==> src/status_lock_pkg.sv <==
// Summary of operation
// - An internal program or erase failure sets the matching error flag.
// - A program or erase aimed at a protected sector is not performed and sets its error flag.
// - On an error the error flag and the write-in-progress flag both read 1 and stay there.
// - The clear-status command clears the error flags and returns the block to standby.
// - While the status lock bit is set, writes to the block-protection fields of both status copies are ignored.
// - The status lock bit also freezes the non-volatile complement and top/bottom select bits.
// - A write-registers command with one data byte updates status register 1 only.
// - A one-byte write-registers command leaves configuration register 1 unchanged.
// - Bit 1 of the volatile configuration register is quad enable and drives the quad_enable_o output.
package status_lock_pkg;
  localparam logic [7:0] SR1_RESET = 8'h00;
  localparam logic [7:0] CR1_RESET = 8'h00;
  localparam int SR1_WIP_BIT = 0;
  localparam int SR1_WEL_BIT = 1;
  localparam int SR1_BP_LO = 2;
  localparam int SR1_BP_HI = 5;
  localparam int SR1_TB_BIT = 6;
  localparam int CR1_LOCK_BIT = 0;
  localparam int CR1_QUAD_BIT = 1;
  localparam int CR1_CMP_BIT = 6;
  localparam int ERR_P_BIT = 6;
  localparam int ERR_E_BIT = 5;
  localparam logic [7:0] BP_FIELD_MASK = 8'h3c;

  typedef enum logic [2:0] {
    CMD_NONE = 3'b000,
    CMD_PROGRAM = 3'b001,
    CMD_ERASE = 3'b010,
    CMD_WRITE_REGS = 3'b011,
    CMD_CLEAR_STATUS = 3'b100
  } cmd_t;

  typedef struct packed {
    logic valid;
    cmd_t cmd;
    logic target_protected;
    logic [1:0] byte_count;
    logic nonvolatile;
    logic [7:0] sr1_data;
    logic [7:0] cr1_data;
  } cmd_req_t;

  typedef struct packed {
    logic done;
    logic fail;
  } engine_result_t;

  typedef enum logic [1:0] {
    ST_STANDBY = 2'b00,
    ST_BUSY = 2'b01,
    ST_ERROR = 2'b10
  } state_t;
endpackage

==> src/reg_merge.sv <==
`timescale 1ns/1ps
module reg_merge (
  // Register values
  input wire logic [7:0] old_i,
  input wire logic [7:0] new_i,
  input wire logic [7:0] frozen_mask_i,
  // Merged value
  output logic [7:0] merged_o
);
  assign merged_o = (old_i & frozen_mask_i) | (new_i & ~frozen_mask_i);
endmodule

==> src/status_error_and_lock_logic.sv <==
`timescale 1ns/1ps
module status_error_and_lock_logic (
  // Clock and reset
  input wire logic core_clk_i,
  input wire logic rst_b_i,
  // Decoded command
  input wire status_lock_pkg::cmd_req_t req_i,
  // Program/erase engine
  input wire status_lock_pkg::engine_result_t engine_i,
  output logic engine_start_o,
  output status_lock_pkg::cmd_t engine_cmd_o,
  // Register state
  output logic [7:0] status_reg1_volatile_o,
  output logic [7:0] status_reg1_nonvolatile_o,
  output logic [7:0] config_reg1_volatile_o,
  output logic [7:0] config_reg1_nonvolatile_o,
  output logic program_error_o,
  output logic erase_error_o,
  output logic write_in_progress_flag_o,
  output logic cmd_rejected_o,
  output logic quad_enable_o
);
  status_lock_pkg::state_t state_reg, state_next;
  logic [7:0] status_reg1_volatile_reg, status_reg1_nonvolatile_reg, config_reg1_volatile_reg, config_reg1_nonvolatile_reg;
  logic p_err_reg, e_err_reg;
  status_lock_pkg::cmd_t op_reg;
  logic engine_start_reg;
  status_lock_pkg::cmd_t engine_cmd_reg;
  logic rejected_reg;

  wire is_prog = req_i.valid && req_i.cmd == status_lock_pkg::CMD_PROGRAM;
  wire is_erase = req_i.valid && req_i.cmd == status_lock_pkg::CMD_ERASE;
  wire is_wrr = req_i.valid && req_i.cmd == status_lock_pkg::CMD_WRITE_REGS;
  wire is_clr = req_i.valid && req_i.cmd == status_lock_pkg::CMD_CLEAR_STATUS;
  wire is_pe = is_prog || is_erase;
  wire in_error = state_reg == status_lock_pkg::ST_ERROR;
  wire in_standby = state_reg == status_lock_pkg::ST_STANDBY;
  wire reject = (is_pe || is_wrr) && !in_standby;
  wire prot_fail = is_pe && in_standby && req_i.target_protected;
  wire start = is_pe && in_standby && !req_i.target_protected;
  wire wrr_ok = is_wrr && in_standby;
  wire lock = config_reg1_volatile_reg[status_lock_pkg::CR1_LOCK_BIT];
  wire eng_fail = state_reg == status_lock_pkg::ST_BUSY && engine_i.done && engine_i.fail;
  wire set_p = (prot_fail && is_prog) || (eng_fail && op_reg == status_lock_pkg::CMD_PROGRAM);
  wire set_e = (prot_fail && is_erase) || (eng_fail && op_reg == status_lock_pkg::CMD_ERASE);
  wire [7:0] sr1_freeze = lock ? status_lock_pkg::BP_FIELD_MASK : 8'h00;
  wire [7:0] status_reg1_nonvolatile_freeze = sr1_freeze | (lock ? 8'h40 : 8'h00);
  wire [7:0] config_reg1_nonvolatile_freeze = lock ? 8'h40 : 8'h00;
  wire [7:0] status_reg1_volatile_merged, status_reg1_nonvolatile_merged, config_reg1_nonvolatile_merged;
  wire two_bytes = req_i.byte_count >= 2'd2;

  reg_merge u_status_reg1_volatile (.old_i(status_reg1_volatile_reg), .new_i(req_i.sr1_data), .frozen_mask_i(sr1_freeze),
                    .merged_o(status_reg1_volatile_merged));
  reg_merge u_status_reg1_nonvolatile (.old_i(status_reg1_nonvolatile_reg), .new_i(req_i.sr1_data),
                     .frozen_mask_i(status_reg1_nonvolatile_freeze), .merged_o(status_reg1_nonvolatile_merged));
  reg_merge u_config_reg1_nonvolatile (.old_i(config_reg1_nonvolatile_reg), .new_i(req_i.cr1_data),
                     .frozen_mask_i(config_reg1_nonvolatile_freeze), .merged_o(config_reg1_nonvolatile_merged));

  always_comb begin
    state_next = state_reg;
    case (state_reg)
      status_lock_pkg::ST_STANDBY: begin
        if (prot_fail) begin
          state_next = status_lock_pkg::ST_ERROR;
        end else if (start) begin
          state_next = status_lock_pkg::ST_BUSY;
        end
      end
      status_lock_pkg::ST_BUSY: begin
        if (engine_i.done) begin
          state_next = engine_i.fail ? status_lock_pkg::ST_ERROR : status_lock_pkg::ST_STANDBY;
        end
      end
      status_lock_pkg::ST_ERROR: begin
        if (is_clr) begin
          state_next = status_lock_pkg::ST_STANDBY;
        end
      end
      default: state_next = status_lock_pkg::ST_STANDBY;
    endcase
  end

  always_ff @(posedge core_clk_i) begin
    if (!rst_b_i) begin
      state_reg <= status_lock_pkg::ST_STANDBY;
      op_reg <= status_lock_pkg::CMD_NONE;
      p_err_reg <= 1'b0;
      e_err_reg <= 1'b0;
      engine_start_reg <= 1'b0;
      engine_cmd_reg <= status_lock_pkg::CMD_NONE;
      rejected_reg <= 1'b0;
    end else begin
      state_reg <= state_next;
      engine_start_reg <= start;
      rejected_reg <= reject;
      if (start) begin
        op_reg <= req_i.cmd;
        engine_cmd_reg <= req_i.cmd;
      end
      p_err_reg <= set_p || (p_err_reg && !is_clr);
      e_err_reg <= set_e || (e_err_reg && !is_clr);
    end
  end

  always_ff @(posedge core_clk_i) begin
    if (!rst_b_i) begin
      status_reg1_volatile_reg <= status_lock_pkg::SR1_RESET;
      status_reg1_nonvolatile_reg <= status_lock_pkg::SR1_RESET;
      config_reg1_volatile_reg <= status_lock_pkg::CR1_RESET;
      config_reg1_nonvolatile_reg <= status_lock_pkg::CR1_RESET;
    end else if (wrr_ok) begin
      if (req_i.nonvolatile) begin
        status_reg1_nonvolatile_reg <= status_reg1_nonvolatile_merged;
        if (two_bytes) begin
          config_reg1_nonvolatile_reg <= config_reg1_nonvolatile_merged;
        end
      end
      status_reg1_volatile_reg <= status_reg1_volatile_merged;
      if (two_bytes) begin
        config_reg1_volatile_reg <= req_i.cr1_data;
      end
    end
  end

  wire write_in_progress_flag = !in_standby;
  // Error flags overlay bits 6 and 5, so only bits 4:2 of the field read back
  assign status_reg1_volatile_o = {status_reg1_volatile_reg[7], p_err_reg, e_err_reg,
                                   status_reg1_volatile_reg[status_lock_pkg::SR1_BP_HI-1:status_lock_pkg::SR1_BP_LO],
                                   status_reg1_volatile_reg[status_lock_pkg::SR1_WEL_BIT], write_in_progress_flag};
  assign status_reg1_nonvolatile_o = status_reg1_nonvolatile_reg;
  assign config_reg1_volatile_o = config_reg1_volatile_reg;
  assign config_reg1_nonvolatile_o = config_reg1_nonvolatile_reg;
  assign program_error_o = p_err_reg;
  assign erase_error_o = e_err_reg;
  assign write_in_progress_flag_o = write_in_progress_flag;
  assign cmd_rejected_o = rejected_reg;
  assign engine_start_o = engine_start_reg;
  assign engine_cmd_o = engine_cmd_reg;
  // quad enable from config bit 1
  assign quad_enable_o = config_reg1_volatile_reg[status_lock_pkg::CR1_QUAD_BIT];
endmodule

==> config.mk <==
export PLATFORM = sky130hd
export DESIGN_NAME = status_error_and_lock_logic
export DESIGN_NICKNAME = d
export VERILOG_FILES = /design/src/status_lock_pkg.sv /design/src/reg_merge.sv /design/src/status_error_and_lock_logic.sv
export SDC_FILE = /design/constraint.sdc
export NUM_CORES = 1
export LEC_CHECK = 0
export BUFFER_PORTS_ARGS = -buffer_cell sky130_fd_sc_hd__buf_2
export CAP_MARGIN = 20
export CORE_ASPECT_RATIO = 2
export CORE_MARGIN = 2
export CORE_UTILIZATION = 51
export CTS_CLUSTER_SIZE = 8
export DETAILED_ROUTE_END_ITERATION = 12
export HOLD_SLACK_MARGIN = 0.12
export PLACE_DENSITY = 0.85
export SLEW_MARGIN = 30
export SYNTH_ARGS = -nofsm -noshare
export SYNTH_HDL_FRONTEND = slang
export SYNTH_SLANG_ARGS = --single-unit
==> constraint.sdc <==
create_clock -name core_clk_i -period 4.7 [get_ports core_clk_i]
set_clock_uncertainty 0.2 [all_clocks]
set_input_delay 0.94 -clock core_clk_i [delete_from_list [all_inputs] [get_ports core_clk_i]]
set_output_delay 0.94 -clock core_clk_i [all_outputs]
set_load 0.005 [all_outputs]
-- Word level (Yosys, flattened, before mapping)
Index checks and enable logic that the tools add are counted.
- $lt $le $gt $ge: 1
- equal/unequal tests: 11
- multiplexer cells: 8
- bitwise logic cells: 13
- reductions and logical operators: 31
- operators with widths (kind ; count):
    8-bit bitwise AND ; 4
    8-bit bitwise OR ; 3
    1-bit logical AND ; 17
    2-bit 2-to-1 mux ; 5
    3-bit by 2-bit == test with 1-bit output (second input constant) ; 3
    8-bit by 6-bit bitwise AND with 8-bit output ; 1
    8-bit by 7-bit bitwise AND with 8-bit output ; 1
    6-bit NOT with 8-bit output ; 1
    7-bit NOT with 8-bit output ; 1
    8-bit NOT ; 1
    6-bit by 8-bit bitwise OR with 8-bit output ; 1
    7-bit 2-to-1 mux ; 1
    3-bit by 1-bit == test with 1-bit output (second input constant) ; 2
    1-bit logical OR ; 6
    6-bit 2-to-1 mux ; 1
    2-bit one-hot mux with 3 select lines ; 1
    3-bit AND reduction ; 2
    2-bit inequality test (second input constant) ; 2
    2-bit AND reduction ; 2
    3-bit == test (second input constant) ; 1
    1-bit logical NOT ; 3
    3-bit by 1-bit inequality test with 1-bit output (second input constant) ; 1
    2-bit by 1-bit == test with 1-bit output (second input constant) ; 1
    2-bit == test (second input constant) ; 1
    other kinds (2) ; 2
- register bits: 41
- input port bits: 28
- output and inout port bits: 41
- logic and storage cells: 74

-- Depth between registers and ports, before layout
- depth in word-level cells: 8
- mapped depth: 7
- gate-level depth less buffers: 4

-- By module
From an unflattened synthesis, not the netlist that was laid out.
- cell total of the unflattened synthesis: 236
- area, all modules: 2228.4 um2
- modules (own cells, without submodules) (module ; instances ; cells an instance ; area each (um2) ; sequential area each (um2)):
    status_error_and_lock_logic ; 1 ; 212 ; 1868.0 ; 820.8
    reg_merge ; 3 ; 8 ; 120.1 ; 0.0

-- Least setup slack after synthesis
No wires, ideal clock.
- path kind: input port to flip-flop
- from: in req_i[20] in the netlist's numbering
- to: reg config_reg1_nonvolatile_reg[4] (netlist: config_reg1_nonvolatile_o[4])
- library setup time: 0.123 ns
- data arrival time: 1.845 ns
- data required time: 4.377 ns
- setup slack: 2.533 ns
- stages: 7
- buffers on the path: 3
- path through: buf_2 and2b_1 buf_2 nand4_2 buf_2 nand3_1 o21ai_0
- cells in the longest elaborated chain, start to end: 4
- RTL lines (element ; line ; RTL):
    start: declaration ; status_error_and_lock_logic.sv:7 ; input wire status_lock_pkg::cmd_req_t req_i,
    3-bit by 2-bit == test with 1-bit output ; status_error_and_lock_logic.sv:33 ; wire is_wrr = req_i.valid && req_i.cmd == status_lock_pkg::CMD_WRITE_REGS;
    1-bit logical AND ; status_error_and_lock_logic.sv:33 ;
    1-bit logical AND ; status_error_and_lock_logic.sv:41 ; wire wrr_ok = is_wrr && in_standby;
    3-bit AND reduction (no line) ; n/a ;
    end signal: assignment ; status_error_and_lock_logic.sv:110 ; config_reg1_nonvolatile_reg <= status_lock_pkg::CR1_RESET;
    end signal: assignment ; status_error_and_lock_logic.sv:115 ; config_reg1_nonvolatile_reg <= config_reg1_nonvolatile_merged;
    end: declaration ; status_error_and_lock_logic.sv:24 ; logic [7:0] status_reg1_volatile_reg, status_reg1_nonvolatile_reg, config_reg1_volatile_reg, config_reg1_nonvo ...
Every way passes these cells.
A chain may end at the register's enable or synchronous reset.

-- Final worst setup path
- from: reg state_reg[0]
- to: out status_reg1_volatile_o[0]
- cells in the longest elaborated chain, start to end: 2
- RTL lines (element ; line ; RTL):
    start: declaration ; status_error_and_lock_logic.sv:23 ; status_lock_pkg::state_t state_reg, state_next;
    start signal: assignment ; status_error_and_lock_logic.sv:85 ; state_reg <= status_lock_pkg::ST_STANDBY;
    start signal: assignment ; status_error_and_lock_logic.sv:93 ; state_reg <= state_next;
    2-bit logical NOT ; status_error_and_lock_logic.sv:37 ; wire in_standby = state_reg == status_lock_pkg::ST_STANDBY;
    1-bit logical NOT ; status_error_and_lock_logic.sv:125 ; wire write_in_progress_flag = !in_standby;
    end: declaration ; status_error_and_lock_logic.sv:13 ; output logic [7:0] status_reg1_volatile_o,
Every way passes these cells.

==> flow_summary.ini <==
[status]
outcome = finished clean

[route]
via_per_inst = 5.30
dr.pass1.iters = 3
antenna_left = 0
drc_errors = 0
wl_um = 3360
drtIter0Drc = 25
wire_per_inst_um = 12.8
dr_total_vias = 1394

[timing]
finalSetupViolCount = 0
tightest_slew_ns = 0.644
fin_crit_ns = 2.30
layout_worst_path_cycle_share = 0.490
fin_setup_tns_ns = 0
rsz0062_at_grt = false
slew_headroom = 0.571
fmax_mhz = 434
slew_violations = 0
hold_viol_final = 0

[cts]
cts_inserted_buffers = 5
clock_latency_ns = 0.28
cts_hold_buf = 0
clock-sinks = 38
cts.htree.levels = 2
cts_resized = 0
cts.clk_slew.worst_paths_ns = 0.06
post_cts_buffers = 0
cts_tree = done
clockRootBuffer = clkbuf_8
cts.path.max_buffers = 2

[logic_synthesis]
syn_inst = 172
synth_edf_count = 0
yosys_warnings = 0
synth_area_um2 = 1650
synth_area_per_cell_um2 = 9.62
synth_nets = 200
synth_seq_cells = 38
synthArstFlopShare = 0
synth_ff_type = dfxtp_1
synth_seq_area_share = 0.460
ys_types = 40

[critical_path]
start_kind = flip-flop
regToRegStartpoint = state_reg[1]$_SDFFE_PN0P_
cp.required_ns = 3.56
r2r-end = config_reg1_nonvolatile_o[0]$_SDFFE_PN0P_
cp-end-kind = primary output
critical_path.max_fanout = 8
criticalPathCategory = reg2out
crit_arrival_ns = 1.16
r2r_cells = 4
r2r_setup_slack_ns = 2.96

[floorplan]
coreArea_um2 = 3120
num_rows = 29
dieArea_um2 = 3740
die_h_um = 84.5
die_x_um = 44.3
initial_utilization = 0.530
io_pins = 69

[worst_hold_path]
min_path_cells = 2
hp-class = reg2reg
worstHoldStart = engine_cmd_o[2]$_SDFFE_PN0P_
whs_endpoint = engine_cmd_o[2]$_SDFFE_PN0P_

[global_routing]
antenna_found_initial = 0
grt_remaining_overflow = 0
grt_max_degree = 46
grt_pass1_vias = 1303
grt_pass1_wl_um = 5300
grtUsageTotal = 0.187

[finish]
area_delta_synth_final_pct = 22.2
final_util = 0.648
nets = 260
final_common_cell = buf_2
mostFrequentLayoutCells = buf_2 (67), dfxtp_1 (38), nor2b_1 (19)
final_layout_size_suffix_gt1_frac = 0.336
insertedDiodeCount = 0

[power]
powerDensity_nw_per_um2 = 294
ir_drop_uv = 217
total_power_uw = 594
p_leak_nw = 1.02

[placement]
place_congestion = 0.822
port_buffers = 67
detailed_place_hpwl_um = 2550

[run]
cap_violations = 0
-- worst max-delay path, stage by stage (launching register included) --
cell	delay, ns
dfxtp_1	0.44
or2_1	0.28
buf_2	0.16
-- metal layers --
layer	up-vias	wire length [um]	track usage
met5	-	0	0
met4	0	52	0.0909
met3	5	172	0.0452
met2	43	1860	0.344
met1	636	1280	0.182
li1	710	-	-
-- kinds of logic after synthesis --
group / Yosys count / share of synthesized area
buffers and inverters: 16 / 0.0545
AOI/OAI and AO/OA: 28 / 0.110
DFF: 38 / 0.460
muxes: 18 / 0.109
and+or+nand+nor: 71 / 0.261
xor gates and xnor gates: 1 / 0.00530
-- power by group --
part | leakage (nW) | internal [mW] | total, mW | switching (mW)
registers | 0.307 | 0.327 | 0.331 | 0.00389
clock network | 0.0383 | 0.102 | 0.204 | 0.102
logic | 0.674 | 0.0277 | 0.0585 | 0.0308
-- through the flow --
stage	std cells	instance area, um^2	hold WS (ns)	worst slack [ns]
final	263	2020	0.254	2.40
after global routing	263	2020	0.271	2.29
after CTS	263	2020	0.256	2.37
after detailed placement	256	1950	0.246	2.24
after global placement	256	1950	0.238	2.29
after floorplan	172	1650	0.239	2.53
-- how the worst max path moves through the flow --
stage | from | endpoint | cells after the start
after global routing | state_reg[0]$_SDFFE_PN0P_ | status_reg1_volatile_o[0] | 2
after global placement | req_i[22] | config_reg1_nonvolatile_o[4]$_SDFFE_PN0P_ | 5
after detailed placement | req_i[22] | config_reg1_nonvolatile_o[0]$_SDFFE_PN0P_ | 5
final | state_reg[0]$_SDFFE_PN0P_ | status_reg1_volatile_o[0] | 2
after CTS | state_reg[0]$_SDFFE_PN0P_ | status_reg1_volatile_o[0] | 2
after floorplan | req_i[20] | config_reg1_nonvolatile_o[4]$_SDFFE_PN0P_ | 7
-- Yosys cell counts (2+ instances only) --
cell type / count / area, um^2
a21boi_0: 5 / 37.5
a21boi_1: 2 / 15.0
a21oi_1: 3 / 15.0
a2bb2oi_1: 2 / 17.5
buf_2: 3 / 15.0
buf_4: 5 / 37.5
clkbuf_1: 4 / 15.0
dfxtp_1: 38 / 761
inv_1: 2 / 7.51
mux2i_1: 18 / 180
nand2_1: 16 / 60.1
nand2b_1: 4 / 25.0
nand3_1: 11 / 55.1
nand3_2: 2 / 20.0
nand3b_1: 2 / 15.0
nor2_1: 3 / 11.3
nor2b_1: 19 / 119
nor4b_1: 2 / 17.5
o21ai_0: 10 / 50.1
-- final cells by class --
cell class	count	area, um^2
fillers	271	1100
multi-input cells	118	803
inverters	2	7.51
well taps	31	38.8
flip-flops and latches	38	761
repair buffers	67	335
clock buffers	7	76.3
No activity file was read; power rests on OpenSTA's default activity.
